## src/prot_pkg.sv

```systemverilog
// Overview of operation
// [RQ1] min oil contact armed only if an input has that function and delay
// [RQ2] engine protections armed only while fuel command on, outside start/stop
// [RQ3] oil contacts trip after continuous delay, only after oil mask expired
// [RQ4] analogue oil protections need a sensor input or nonzero engine type
// [RQ5] minimum oil alarm when pressure at or below threshold for its delay
// [RQ6] low oil contact is a warning, armed and timed like minimum contact
// [RQ7] low oil warning when pressure at or below threshold for its delay
// [RQ8] protections work identically in every operating mode
// [RQ9] emergency stop trips when its input stays active for its delay
// [RQ10] emergency stop ignores other interlocks; designated input defaults to it
// [RQ11] password to register 101 then 99 to 102 within 5 s forces stop
// [RQ12] max power trips when power positive and above threshold for delay
// [RQ13] max power trip gives warning, deactivation or alarm by action setting
// [RQ14] unbalance armed only for two/three phases with generator in tolerance
// [RQ15] voltage unbalance alarm when line voltage difference exceeds threshold
// [RQ16] voltage threshold is a percentage of rated phase voltage
// [RQ17] current unbalance also needs load transferred to generator
// [RQ18] current unbalance alarm when any two currents differ beyond threshold
// [RQ19] current threshold is percent of rated current from voltage and power
// [RQ20] delay timers restart from zero when condition lapses or disarmed
// [RQ21] a zero delay disables the protection entirely
package prot_pkg;
    localparam int num_din  = 4;
    localparam int num_prot = 8;
    localparam int num_trip = 10;

    // modbus holding registers
    localparam logic [15:0] remote_password_entry = 16'h0065;
    localparam logic [15:0] remote_command_entry  = 16'h0066;
    localparam logic [15:0] remote_stop_code      = 16'h0063;

    // digital input function codes
    localparam logic [15:0] min_oil_contact_function = 16'd4221;
    localparam logic [15:0] low_oil_contact_function = 16'd4222;
    localparam logic [15:0] emergency_stop_function  = 16'd4201;
    localparam int          estop_default_input      = 2;

    // timing: delays and mask are counted in ticks
    localparam int clk_freq_mhz   = 250;
    localparam int tick_time_ms   = 100;
    localparam int tick_cycles    = tick_time_ms * clk_freq_mhz * 1000;
    localparam int remote_time_ms = 5000;
    localparam logic [7:0] remote_window_ticks =
        8'(remote_time_ms / tick_time_ms);

    // timer channels
    localparam int ch_min_oil_c = 0;
    localparam int ch_low_oil_c = 1;
    localparam int ch_min_oil_a = 2;
    localparam int ch_low_oil_a = 3;
    localparam int ch_estop     = 4;
    localparam int ch_max_pw    = 5;
    localparam int ch_v_unb     = 6;
    localparam int ch_i_unb     = 7;

    // latched trip bits
    localparam int tr_min_oil_c = 0;
    localparam int tr_low_oil_c = 1;
    localparam int tr_min_oil_a = 2;
    localparam int tr_low_oil_a = 3;
    localparam int tr_estop     = 4;
    localparam int tr_pw_warn   = 5;
    localparam int tr_pw_deact  = 6;
    localparam int tr_pw_alarm  = 7;
    localparam int tr_v_unb     = 8;
    localparam int tr_i_unb     = 9;

    localparam logic [1:0] act_warning = 2'h0;
    localparam logic [1:0] act_deact   = 2'h1;
    localparam logic [1:0] act_alarm   = 2'h2;
    localparam logic [1:0] min_unbal_phases = 2'h2;
    localparam logic [1:0] three_phases     = 2'h3;
    localparam logic [6:0] percent_scale    = 7'd100;
endpackage

```

## src/prot_timer_if.sv

```systemverilog
`timescale 1ns/10ps
interface prot_timer_if;
    logic                                    tick;
    logic [prot_pkg::num_prot-1:0]           arm;
    logic [prot_pkg::num_prot-1:0]           cond;
    logic [prot_pkg::num_prot-1:0][15:0]     delay;
    logic [prot_pkg::num_prot-1:0]           expired;

    modport ctrl (output tick, output arm, output cond, output delay,
                  input expired);
    modport tmr  (input tick, input arm, input cond, input delay,
                  output expired);
endinterface

```

## src/prot_timer.sv

```systemverilog
`timescale 1ns/10ps
module prot_timer (
    input  wire logic  sys_clk,
    input  wire logic  arst_n,
    prot_timer_if.tmr  tif
);
    typedef struct packed {
        logic [prot_pkg::num_prot-1:0][15:0] cnt;
    } tmr_state_s;

    tmr_state_s st_r;
    tmr_state_s st_nxt;

    always_comb begin
        st_nxt = st_r;
        for (int i = 0; i < prot_pkg::num_prot; i++) begin
            if (!tif.arm[i] || !tif.cond[i]) begin
                st_nxt.cnt[i] = 16'h0; // [RQ20]
            end else if (tif.tick && st_r.cnt[i] < tif.delay[i]) begin
                st_nxt.cnt[i] = st_r.cnt[i] + 16'h1;
            end
        end
    end

    always_ff @(posedge sys_clk or negedge arst_n) begin
        if (!arst_n) begin
            st_r <= '0;
        end else begin
            st_r <= st_nxt;
        end
    end

    // trip only after uninterrupted persistence; zero delay never trips
    generate
        for (genvar g = 0; g < prot_pkg::num_prot; g++) begin : g_exp
            assign tif.expired[g] = tif.arm[g] && tif.cond[g] &&
                                    tif.delay[g] != 16'h0 && // [RQ21]
                                    st_r.cnt[g] == tif.delay[g];
        end
    endgenerate

    property p_restart;
        @(posedge sys_clk) disable iff (!arst_n)
        !(tif.arm[0] && tif.cond[0]) |=> st_r.cnt[0] == 16'h0;
    endproperty
    a_restart: assert property (p_restart) // [RQ20]
        else $error("timer not restarted after condition lapse");

    localparam int ch_sel = prot_pkg::ch_max_pw;
    property p_zero_off;
        @(posedge sys_clk) disable iff (!arst_n)
        tif.delay[ch_sel] == 16'h0 |-> !tif.expired[ch_sel];
    endproperty
    a_zero_off: assert property (p_zero_off) // [RQ21]
        else $error("protection expired with zero delay");
endmodule

```

## src/genset_protection_monitor.sv

```systemverilog
`timescale 1ns/10ps
module genset_protection_monitor #(
    parameter int unsigned tick_cycles_p = prot_pkg::tick_cycles
) (
    input  wire logic                                     sys_clk,
    input  wire logic                                     arst_n,
    input  wire logic [prot_pkg::num_din-1:0]             din,
    input  wire logic [prot_pkg::num_din-1:0][15:0]       din_func,
    input  wire logic [prot_pkg::num_din-1:0][15:0]       din_delay,
    input  wire logic                                     fuel_cmd,
    input  wire logic                                     start_stop_phase,
    input  wire logic [15:0]                              oil_mask_time,
    input  wire logic                                     oil_ai_cfg,
    input  wire logic [7:0]                               engine_type,
    input  wire logic [15:0]                              oil_press,
    input  wire logic [15:0]                              min_oil_thr,
    input  wire logic [15:0]                              min_oil_delay,
    input  wire logic [15:0]                              low_oil_thr,
    input  wire logic [15:0]                              low_oil_delay,
    input  wire logic signed [31:0]                       p_total,
    input  wire logic [31:0]                              max_power_thr,
    input  wire logic [15:0]                              max_power_delay,
    input  wire logic [1:0]                               max_power_action,
    input  wire logic [1:0]                               gen_phases,
    input  wire logic                                     gen_in_tol,
    input  wire logic                                     load_on_gen,
    input  wire logic [15:0]                              v_ab,
    input  wire logic [15:0]                              v_bc,
    input  wire logic [15:0]                              v_ca,
    input  wire logic [15:0]                              v_rated,
    input  wire logic [7:0]                               volt_asym_pct,
    input  wire logic [15:0]                              volt_asym_delay,
    input  wire logic [15:0]                              i_a,
    input  wire logic [15:0]                              i_b,
    input  wire logic [15:0]                              i_c,
    input  wire logic [31:0]                              p_nominal,
    input  wire logic [7:0]                               curr_asym_pct,
    input  wire logic [15:0]                              curr_asym_delay,
    input  wire logic [15:0]                              password,
    input  wire logic                                     mb_wr,
    input  wire logic [15:0]                              mb_addr,
    input  wire logic [15:0]                              mb_wdata,
    input  wire logic                                     fault_ack,
    output logic                                          min_oil_contact_alarm,
    output logic                                          low_oil_contact_warning,
    output logic                                          min_oil_alarm,
    output logic                                          low_oil_warning,
    output logic                                          estop_alarm,
    output logic                                          max_power_warning,
    output logic                                          max_power_deact,
    output logic                                          max_power_alarm,
    output logic                                          volt_unbal_alarm,
    output logic                                          curr_unbal_alarm
);
    typedef struct packed {
        logic [31:0]                   pre;
        logic                          tick;
        logic [15:0]                   mask;
        logic [7:0]                    win;
        logic [prot_pkg::num_trip-1:0] trip;
    } mon_state_s;

    mon_state_s st_r;
    mon_state_s st_nxt;

    prot_timer_if tif ();

    prot_timer u_timer (
        .sys_clk (sys_clk),
        .arst_n  (arst_n),
        .tif     (tif)
    );

    ////////////////////////////////////////////////////////////////////////
    // helpers

    function automatic logic [15:0] absdiff(input logic [15:0] a,
                                            input logic [15:0] b);
        absdiff = (a > b) ? a - b : b - a;
    endfunction

    function automatic logic [15:0] max3(input logic [15:0] a,
                                         input logic [15:0] b,
                                         input logic [15:0] c);
        logic [15:0] m;
        m = (a > b) ? a : b;
        max3 = (m > c) ? m : c;
    endfunction

    // an unconfigured designated input acts as emergency stop
    function automatic logic [15:0] eff_func(input int k,
                                             input logic [15:0] f);
        if (k == prot_pkg::estop_default_input && f == 16'h0) begin
            eff_func = prot_pkg::emergency_stop_function; // [RQ10]
        end else begin
            eff_func = f;
        end
    endfunction

    ////////////////////////////////////////////////////////////////////////
    // conditions

    logic        engine_run;
    logic        mask_done;
    logic        oil_meas_ok;
    logic        unbal_ok;
    logic [15:0] v_diff;
    logic [15:0] i_diff;
    logic [47:0] v_lhs;
    logic [47:0] v_rhs;
    logic [47:0] i_lhs;
    logic [47:0] i_rhs;
    logic [2:0]  c_act;
    logic [2:0]  c_found;
    logic [2:0][15:0] c_dly;
    logic [15:0] fk;

    // same gating in every operating mode: no mode input exists [RQ8]
    assign engine_run  = fuel_cmd && !start_stop_phase; // [RQ2]
    assign mask_done   = engine_run && st_r.mask >= oil_mask_time; // [RQ3]
    assign oil_meas_ok = oil_ai_cfg || engine_type != 8'h0; // [RQ4]
    assign unbal_ok    = engine_run && gen_in_tol &&
                         gen_phases >= prot_pkg::min_unbal_phases; // [RQ14]

    assign v_diff = (gen_phases == prot_pkg::three_phases) ?
                    max3(absdiff(v_ab, v_bc), absdiff(v_bc, v_ca),
                         absdiff(v_ca, v_ab)) : 16'h0;
    assign i_diff = (gen_phases == prot_pkg::three_phases) ?
                    max3(absdiff(i_a, i_b), absdiff(i_b, i_c),
                         absdiff(i_c, i_a)) : absdiff(i_a, i_b);
    // percentage compare without division [RQ16]
    assign v_lhs = 48'(v_diff) * 48'(prot_pkg::percent_scale);
    assign v_rhs = 48'(volt_asym_pct) * 48'(v_rated);
    // rated current = nominal power / (phases * rated voltage) [RQ19]
    assign i_lhs = 48'(i_diff) * 48'(prot_pkg::percent_scale) *
                   48'(gen_phases) * 48'(v_rated);
    assign i_rhs = 48'(curr_asym_pct) * 48'(p_nominal);

    // contact selection; lowest numbered input wins
    always_comb begin
        c_act   = 3'h0;
        c_found = 3'h0;
        c_dly   = '0;
        fk      = 16'h0;
        for (int k = prot_pkg::num_din - 1; k >= 0; k--) begin
            fk = eff_func(k, din_func[k]);
            if (fk == prot_pkg::min_oil_contact_function) begin // [RQ1]
                c_act[0]   = din[k];
                c_found[0] = 1'b1;
                c_dly[0]   = din_delay[k];
            end
            if (fk == prot_pkg::low_oil_contact_function) begin // [RQ6]
                c_act[1]   = din[k];
                c_found[1] = 1'b1;
                c_dly[1]   = din_delay[k];
            end
            if (fk == prot_pkg::emergency_stop_function) begin // [RQ9]
                c_act[2]   = din[k];
                c_found[2] = 1'b1;
                c_dly[2]   = din_delay[k];
            end
        end
    end

    ////////////////////////////////////////////////////////////////////////
    // timer channels

    assign tif.tick = st_r.tick;

    assign tif.arm[prot_pkg::ch_min_oil_c]   = c_found[0] && mask_done;
    assign tif.cond[prot_pkg::ch_min_oil_c]  = c_act[0]; // [RQ3]
    assign tif.delay[prot_pkg::ch_min_oil_c] = c_dly[0];

    assign tif.arm[prot_pkg::ch_low_oil_c]   = c_found[1] && mask_done;
    assign tif.cond[prot_pkg::ch_low_oil_c]  = c_act[1]; // [RQ6]
    assign tif.delay[prot_pkg::ch_low_oil_c] = c_dly[1];

    assign tif.arm[prot_pkg::ch_min_oil_a]   = oil_meas_ok && mask_done;
    assign tif.cond[prot_pkg::ch_min_oil_a]  = oil_press <= min_oil_thr;
    assign tif.delay[prot_pkg::ch_min_oil_a] = min_oil_delay; // [RQ5]

    assign tif.arm[prot_pkg::ch_low_oil_a]   = oil_meas_ok && mask_done;
    assign tif.cond[prot_pkg::ch_low_oil_a]  = oil_press <= low_oil_thr;
    assign tif.delay[prot_pkg::ch_low_oil_a] = low_oil_delay; // [RQ7]

    // emergency stop is not gated by engine state or other interlocks
    assign tif.arm[prot_pkg::ch_estop]   = c_found[2]; // [RQ10]
    assign tif.cond[prot_pkg::ch_estop]  = c_act[2]; // [RQ9]
    assign tif.delay[prot_pkg::ch_estop] = c_dly[2];

    assign tif.arm[prot_pkg::ch_max_pw]   = engine_run;
    assign tif.cond[prot_pkg::ch_max_pw]  = p_total > 0 &&
                                            p_total > $signed({1'b0,
                                                max_power_thr[30:0]});
    assign tif.delay[prot_pkg::ch_max_pw] = max_power_delay; // [RQ12]

    assign tif.arm[prot_pkg::ch_v_unb]   = unbal_ok;
    assign tif.cond[prot_pkg::ch_v_unb]  = v_lhs > v_rhs; // [RQ15]
    assign tif.delay[prot_pkg::ch_v_unb] = volt_asym_delay;

    assign tif.arm[prot_pkg::ch_i_unb]   = unbal_ok && load_on_gen; // [RQ17]
    assign tif.cond[prot_pkg::ch_i_unb]  = i_lhs > i_rhs; // [RQ18]
    assign tif.delay[prot_pkg::ch_i_unb] = curr_asym_delay;

    ////////////////////////////////////////////////////////////////////////
    // state update

    logic pw_hit;
    logic cmd_hit;
    logic [prot_pkg::num_trip-1:0] set_v;

    assign pw_hit  = mb_wr && mb_addr == prot_pkg::remote_password_entry &&
                     mb_wdata == password;
    assign cmd_hit = mb_wr && mb_addr == prot_pkg::remote_command_entry &&
                     mb_wdata == prot_pkg::remote_stop_code &&
                     st_r.win != 8'h0; // [RQ11]

    always_comb begin
        st_nxt = st_r;
        set_v  = '0;
        // tick prescaler
        st_nxt.tick = 1'b0;
        if (st_r.pre >= 32'(tick_cycles_p - 1)) begin
            st_nxt.pre  = 32'h0;
            st_nxt.tick = 1'b1;
        end else begin
            st_nxt.pre = st_r.pre + 32'h1;
        end
        // oil mask runs from engine start
        if (!engine_run) begin
            st_nxt.mask = 16'h0; // [RQ3]
        end else if (st_r.tick && st_r.mask != 16'hffff) begin
            st_nxt.mask = st_r.mask + 16'h1;
        end
        // remote stop window
        if (pw_hit) begin
            st_nxt.win = prot_pkg::remote_window_ticks; // [RQ11]
        end else if (cmd_hit) begin
            st_nxt.win = 8'h0;
        end else if (st_r.tick && st_r.win != 8'h0) begin
            st_nxt.win = st_r.win - 8'h1;
        end
        set_v[prot_pkg::tr_min_oil_c] = tif.expired[prot_pkg::ch_min_oil_c];
        set_v[prot_pkg::tr_low_oil_c] = tif.expired[prot_pkg::ch_low_oil_c];
        set_v[prot_pkg::tr_min_oil_a] = tif.expired[prot_pkg::ch_min_oil_a];
        set_v[prot_pkg::tr_low_oil_a] = tif.expired[prot_pkg::ch_low_oil_a];
        set_v[prot_pkg::tr_estop] = tif.expired[prot_pkg::ch_estop] ||
                                    cmd_hit; // [RQ11]
        case (max_power_action) // [RQ13]
            prot_pkg::act_warning:
                set_v[prot_pkg::tr_pw_warn] =
                    tif.expired[prot_pkg::ch_max_pw];
            prot_pkg::act_deact:
                set_v[prot_pkg::tr_pw_deact] =
                    tif.expired[prot_pkg::ch_max_pw];
            prot_pkg::act_alarm:
                set_v[prot_pkg::tr_pw_alarm] =
                    tif.expired[prot_pkg::ch_max_pw];
            default:
                set_v[prot_pkg::tr_pw_alarm] =
                    tif.expired[prot_pkg::ch_max_pw];
        endcase
        set_v[prot_pkg::tr_v_unb] = tif.expired[prot_pkg::ch_v_unb];
        set_v[prot_pkg::tr_i_unb] = tif.expired[prot_pkg::ch_i_unb];
        // set wins over acknowledge
        st_nxt.trip = (st_r.trip & ~{prot_pkg::num_trip{fault_ack}}) | set_v;
    end

    always_ff @(posedge sys_clk or negedge arst_n) begin
        if (!arst_n) begin
            st_r <= '0;
        end else begin
            st_r <= st_nxt;
        end
    end

    assign min_oil_contact_alarm   = st_r.trip[prot_pkg::tr_min_oil_c];
    assign low_oil_contact_warning = st_r.trip[prot_pkg::tr_low_oil_c];
    assign min_oil_alarm           = st_r.trip[prot_pkg::tr_min_oil_a];
    assign low_oil_warning         = st_r.trip[prot_pkg::tr_low_oil_a];
    assign estop_alarm             = st_r.trip[prot_pkg::tr_estop];
    assign max_power_warning       = st_r.trip[prot_pkg::tr_pw_warn];
    assign max_power_deact         = st_r.trip[prot_pkg::tr_pw_deact];
    assign max_power_alarm         = st_r.trip[prot_pkg::tr_pw_alarm];
    assign volt_unbal_alarm        = st_r.trip[prot_pkg::tr_v_unb];
    assign curr_unbal_alarm        = st_r.trip[prot_pkg::tr_i_unb];

    ////////////////////////////////////////////////////////////////////////
    // checks

    property p_remote_stop;
        @(posedge sys_clk) disable iff (!arst_n)
        cmd_hit |=> estop_alarm;
    endproperty
    a_remote_stop: assert property (p_remote_stop) // [RQ11]
        else $error("remote stop did not raise emergency alarm");

    property p_window_open;
        @(posedge sys_clk) disable iff (!arst_n)
        pw_hit |=> st_r.win == prot_pkg::remote_window_ticks;
    endproperty
    a_window_open: assert property (p_window_open) // [RQ11]
        else $error("password did not open the command window");

    property p_mask_restart;
        @(posedge sys_clk) disable iff (!arst_n)
        !engine_run |=> st_r.mask == 16'h0 && !mask_done ||
                        oil_mask_time == 16'h0;
    endproperty
    a_mask_restart: assert property (p_mask_restart) // [RQ2]
        else $error("oil mask kept counting while engine stopped");

    property p_oil_c_masked;
        @(posedge sys_clk) disable iff (!arst_n)
        $rose(min_oil_contact_alarm) |-> $past(mask_done) ||
                                          $past(fault_ack);
    endproperty
    a_oil_c_masked: assert property (p_oil_c_masked) // [RQ3]
        else $error("oil contact tripped during oil mask");

    property p_low_oil_a;
        @(posedge sys_clk) disable iff (!arst_n)
        $rose(low_oil_warning) |-> $past(oil_press <= low_oil_thr) &&
                                   $past(oil_meas_ok);
    endproperty
    a_low_oil_a: assert property (p_low_oil_a) // [RQ7]
        else $error("low oil warning without low pressure");

    property p_pw_action;
        @(posedge sys_clk) disable iff (!arst_n)
        $rose(max_power_warning) |->
            $past(max_power_action) == prot_pkg::act_warning;
    endproperty
    a_pw_action: assert property (p_pw_action) // [RQ13]
        else $error("max power warning with other action");

    property p_v_unb_phases;
        @(posedge sys_clk) disable iff (!arst_n)
        $rose(volt_unbal_alarm) |->
            $past(gen_phases) >= prot_pkg::min_unbal_phases &&
            $past(gen_in_tol);
    endproperty
    a_v_unb_phases: assert property (p_v_unb_phases) // [RQ14]
        else $error("voltage unbalance while not armed");

    property p_i_unb_load;
        @(posedge sys_clk) disable iff (!arst_n)
        $rose(curr_unbal_alarm) |-> $past(load_on_gen);
    endproperty
    a_i_unb_load: assert property (p_i_unb_load) // [RQ17]
        else $error("current unbalance without load on generator");

    property p_pw_positive;
        @(posedge sys_clk) disable iff (!arst_n)
        $rose(max_power_alarm) |-> $past(p_total) > 0;
    endproperty
    a_pw_positive: assert property (p_pw_positive) // [RQ12]
        else $error("max power trip with non-positive power");
endmodule

```

## config.mk

```make
export PLATFORM = sky130hd
export DESIGN_NAME = genset_protection_monitor
export DESIGN_NICKNAME = d
export VERILOG_FILES = /design/src/prot_pkg.sv /design/src/prot_timer_if.sv /design/src/prot_timer.sv /design/src/genset_protection_monitor.sv
export SDC_FILE = /design/constraint.sdc
export NUM_CORES = 2
export LEC_CHECK = 0
export ABC_AREA = 1
export BUFFER_PORTS_ARGS = -buffer_cell sky130_fd_sc_hd__buf_2
export CAP_MARGIN = 15
export CORE_ASPECT_RATIO = 2
export CORE_UTILIZATION = 63
export DETAILED_ROUTE_END_ITERATION = 8
export PLACE_DENSITY = 0.85
export SLEW_MARGIN = 5
export SYNTH_ARGS = -nofsm -noshare
export SYNTH_HDL_FRONTEND = slang
export SYNTH_SLANG_ARGS = --single-unit
```

## constraint.sdc

```tcl
create_clock -name sys_clk -period 2.91 [get_ports sys_clk]
set_clock_uncertainty 0.05 [all_clocks]
set_input_delay 0.4365 -clock sys_clk [delete_from_list [all_inputs] [get_ports sys_clk]]
set_output_delay 0.4365 -clock sys_clk [all_outputs]
set_load 0.1 [all_outputs]
```

==> results.md, run 1 <==
* Die W at 221.2 um
* CTS sink count at 195
* Yosys reg bits at 195
* Async SR Flop Fraction at 100.0%
* Total grt overflow at 101
* Max H-tree Level at 4
* # port buffers at 577
* Post-synthesis sequential area ratio at 8.058%
* Netlist Area Pre-Place at 60560 um2
* Placed insts at 12140
* # rows at 160
* Die Ht at 440.5 um
* Syn. warnings at 0
* Stop err: [ERROR GRT-0116] Global routing finished with congestion. Check the congestion regions in the DRC Viewer.
* Dpl hpwl at 204400 um
* CTS Root Cell: clkbuf_16
* Syn Inst Count at 8816
* Fail Step: 5_1_grt
* Number of global-route vias before repair at 85990
* Main synth FF type: dfrtp_1
* Largest net degree at the start of global routing at 95
* Gr usage total at 62.57%
* Cell variety after synth at 79
* CTS buffer count at 17
* CTS Buffer Depth at 2
* Status: did not finish
* Pre-CTS setup slack at -13.43 ns
* Syn Area/Cell at 6.869 um2
* Global-route wire length before repair at 472400 um
* Post-synth EDFFs at 0
* Initial core utilization at 63.68%
* I/O pin cnt at 579
* GPL Wtd Cong at 1.092
## cells by family after synthesis
group,share of synthesized area (%)
compound gates,12.34
flops,8.058
fa+ha+maj,37.42
mux,0.03306
other cells,0.006192
simple gates,24.75
buf+inv,12.83
xor+xnor,4.568
## cell usage after synthesis, types with 17 or more instances
library cell / number / area [um2]
a21o_1: 24 / 180.2
clkbuf_2: 31 / 155.2
a211oi_1: 20 / 150.1
nor3_1: 128 / 640.6
nor4_1: 63 / 394.1
nand3_1: 407 / 2037
inv_2: 22 / 82.58
o31ai_1: 17 / 127.6
o21ai_2: 24 / 210.2
a31oi_1: 34 / 212.7
o21a_1: 30 / 225.2
o21ai_0: 364 / 1822
nand2_1: 1965 / 7376
dfrtp_1: 195 / 4880
xor2_1: 230 / 2014
fa_1: 590 / 11810
ha_1: 867 / 10850
o21ai_1: 69 / 345.3
inv_1: 1731 / 6497
buf_2: 44 / 220.2
or2_2: 38 / 237.7
nand2_2: 29 / 181.4
o211ai_1: 26 / 195.2
nor2_1: 702 / 2635
o221ai_1: 17 / 148.9
o21bai_1: 25 / 187.7
nand4_1: 118 / 738.2
a21oi_1: 573 / 2868
clkbuf_1: 141 / 529.3
xnor2_1: 84 / 735.7
## per-layer routing
layer,overflow,track usage (%)
met5,0,4.963
met4,50,69.34
met3,0,34.16
met2,48,92.60
met1,3,57.98
## metrics by stage
step / instance area [um2] / hold slack [ns] / TNS [ns]
after floorplan: 61480 / 0.09091 / -306.37
after global placement: 78240 / 0.2562 / -381.11
after detailed placement: 78240 / 0.2596 / -399.17
after CTS: 81980 / 0.09096 / -316.11
## timing repair
action,4_1_cts
setup buffers,143
setup endpoints to repair,105
gates cloned,9
hold endpoints to repair,15
gates resized for setup,502
pin swaps,226
hold buffers,1
==> run 2: changes to the inputs <==
--- a/config.mk
+++ b/config.mk
@@ -8,10 +8,9 @@
 export ABC_AREA = 1
 export BUFFER_PORTS_ARGS = -buffer_cell sky130_fd_sc_hd__buf_2
 export CAP_MARGIN = 15
-export CORE_ASPECT_RATIO = 2
-export CORE_UTILIZATION = 63
+export CORE_UTILIZATION = 40
 export DETAILED_ROUTE_END_ITERATION = 8
-export PLACE_DENSITY = 0.85
+export PLACE_DENSITY_LB_ADDON = 0.15
 export SLEW_MARGIN = 5
 export SYNTH_ARGS = -nofsm -noshare
 export SYNTH_HDL_FRONTEND = slang
==> run 2 against run 1 <==
Compared with the run above:
- the flow now finishes, with violations (setup timing)
- area after synthesis unchanged
- synthesized cell count unchanged
==> results.md, run 2 <==
* Global-route wire length before repair at 355900 um
* Top cells by count, synth: nand2_1, inv_1, ha_1
* Residual DRC at 0
* CTS sink count at 195 (unchanged)
* Leading area contributor after synthesis: fa_1
* CP peak stage delay at 0.56 ns
* Die W at 391.1 um (+77%)
* Number of max-cap violations at 0
* Period utilization at 515.4%
* Area Growth Syn to Fin at 42.74%
* Vias at 67090
* Max Slew Vio Count at 0
* Register area at 4880 um2
* Fin nets at 13250
* Rel. slew slack at 43.39%
* Failing checks: setup timing
* Final core area utilization at 57.57%
* Dpl hpwl at 190600 um (-6.8%)
* RSZ-0062 raised after global routing: true
* Post-synthesis sequential area ratio at 8.058% (unchanged)
* Crit Path Class: primary input to flip-flop
* Worst-path clk slew at 0.09 ns
* Arrival @ worst endpoint at 15.30 ns
* FMAX at 66.68 MHz
* Async SR Flop Fraction at 100.0% (unchanged)
* Placed cell area at 79540 um2 (+1.7%)
* Critical Path End Type: flip-flop
* Number of global-route vias before repair at 67370
* Total grt overflow at 0
* Die Ht at 391.1 um (-11%)
* Maximum fanout along the worst path at 8
* First-pass iteration count of the detailed router at 6
* # port buffers at 577 (unchanged)
* GPL Wtd Cong at 1.020 (-6.6%)
* Area of the multi-input gates at 52500 um2
* Syn. warnings at 0 (unchanged)
* Worst skew pair latency at 0.47 ns
* Crit-path most repeated cell: nand2_1
* Initial antenna violation count at 28
* Most numerous cell in the Yosys netlist: nand2_1
* Max H-tree Level at 4 (unchanged)
* Gr usage total at 28.93%
* Core area at 150100 um2
* Antenna-violating nets left at 0
* I/O pin cnt at 579 (unchanged)
* CTS Buffer Depth at 2 (unchanged)
* CP max-delay cell: fa_2
* Final instance area at 86440 um2
* Synth top area share at 19.50% (unchanged)
* Synth area leaders: fa_1, ha_1, nand2_1
* Yosys reg bits at 195 (unchanged)
* Cell variety after synth at 79 (unchanged)
* Final setup margin at -12.09 ns
* # rows at 142 (-11%)
* Required @ worst endpoint at 3.22 ns
* Max reg flops at 128
* Initial core utilization at 40.34% (-23 points)
* Largest registers: u_timer.st_r (128), st_r (56)
* Largest net degree at the start of global routing at 64
* Syn Inst Count at 8816 (unchanged)
* Layout cells sized above 1 at 32.18%
* Hold Vio Cnt, Final at 0
* Syn Area/Cell at 6.869 um2 (unchanged)
* Commonest cells after routing, fill and taps aside: buf_4, nand2_1, inv_1
* CP Launch Type: primary input
* WL/cell at 16.94 um
* Status: complete, but fails checks
* Pre-CTS setup slack at -13.27 ns (+0.1641 ns)
* WL final at 224900 um
* Min Tclk post-route at 15.00 ns
* CTS Root Cell: clkbuf_16
* Hold Crit Class: primary input to flip-flop
* Worst-Margin Slew at 0.8460 ns
* Die area at 153000 um2
* CTS buffer count at 17 (unchanged)
* Post-synth EDFFs at 0 (unchanged)
* Fill count at 14270
* Vias/cell at 5.055
* Final setup violation count at 80
* Main synth FF type: dfrtp_1
* Netlist Area Pre-Place at 60560 um2 (unchanged)
* Commonest non-fill, non-tap cell in the layout: buf_4
* CTS tree: done
* Drt first-iter violations at 4339
* Largest Register: u_timer.st_r
run 2: layout make-up:
cell class | instances | area share [%]
multi-input combinational | 6627 | 60.74
timing repair buffer | 2611 | 22.16
inverter | 1766 | 7.789
sequential | 195 | 5.645
tap | 2016 | 2.918
clock buffer | 18 | 0.4965
clock inverter | 13 | 0.1578
antenna | 22 | 0.06369
timing repair inverter | 4 | 0.03185
run 2: timing repair:
action                                 4_1_cts  5_1_grt
hold buffers                                 1        0
endpoints found under the hold margin       45        0
pin swaps                                  249      376
gates cloned                                19        3
buffers inserted                           151       89
gates resized for setup                    545      526
setup endpoints to repair                   83      112
run 2: cell families (layout without fill, tap and decap cells):
group | count (synthesis) | in the layout | share of synthesized area (%)
adders and majority gates | 1457 | 1457 | 37.42
other | 1 | 29 | 0.006192
buffers and inverters | 2008 | 4412 | 12.83
DFF | 195 | 195 | 8.058
and+or+nand+nor | 3529 | 3537 | 24.75
AOI/OAI and AO/OA | 1309 | 1309 | 12.34
xor gates and xnor gates | 315 | 315 | 4.568
muxes | 2 | 2 | 0.03306
run 2: per-layer routing:
layer,vias up,track usage (%),wire length (um)
li1,32800,-,-
met1,31950,38.79,99660
met2,1940,48.47,105100
met3,398,2.964,11910
met4,2,9.462,8158
met5,-,0,13
run 2: critical path, delay by kind of cell:
kind / cells / cell delay [ns]
adder cells (fa/ha/maj): 16 / 6.11
buffers and inverters: 23 / 2.38
AO/OA/AOI/OAI: 11 / 1.53
XOR/XNOR: 4 / 0.62
AND/OR/NAND/NOR: 34 / 4.22
run 2: final timing paths:
check                                          start                            end  slack, ns  depth (start not counted)
worst min-delay path             max_power_action[0]      max_power_deact$_DFF_PN0_       0.19                          3
worst max-delay path                         i_a[11]  u_timer.st_r[118]$_DFFE_PN0P_     -12.09                         88
max in group asynchronous                     arst_n           st_r[30]$_DFFE_PN0P_       1.46                          3
min in group asynchronous                     arst_n   u_timer.st_r[37]$_DFFE_PN0P_       0.43                          2
worst max register to register  st_r[19]$_DFFE_PN0P_   u_timer.st_r[27]$_DFFE_PN0P_       0.14                         17
worst min register to register    st_r[35]$_DFF_PN0_             st_r[35]$_DFF_PN0_       0.42                          1
run 2: through the flow:
stage,setup TNS [ns],hold WS [ns],std cells
after floorplan,-306.37,0.09091,8822
after global placement,-385.33,0.3725,12990
after detailed placement,-394.14,0.3842,12990
after CTS,-319.74,0.1628,13180
after global routing,-363.66,0.1875,13270
final,-332.04,0.1900,13270
Power of run 2 is not shown: default switching activity piles up to over one toggle a cycle in this logic, so the estimate is an artifact.
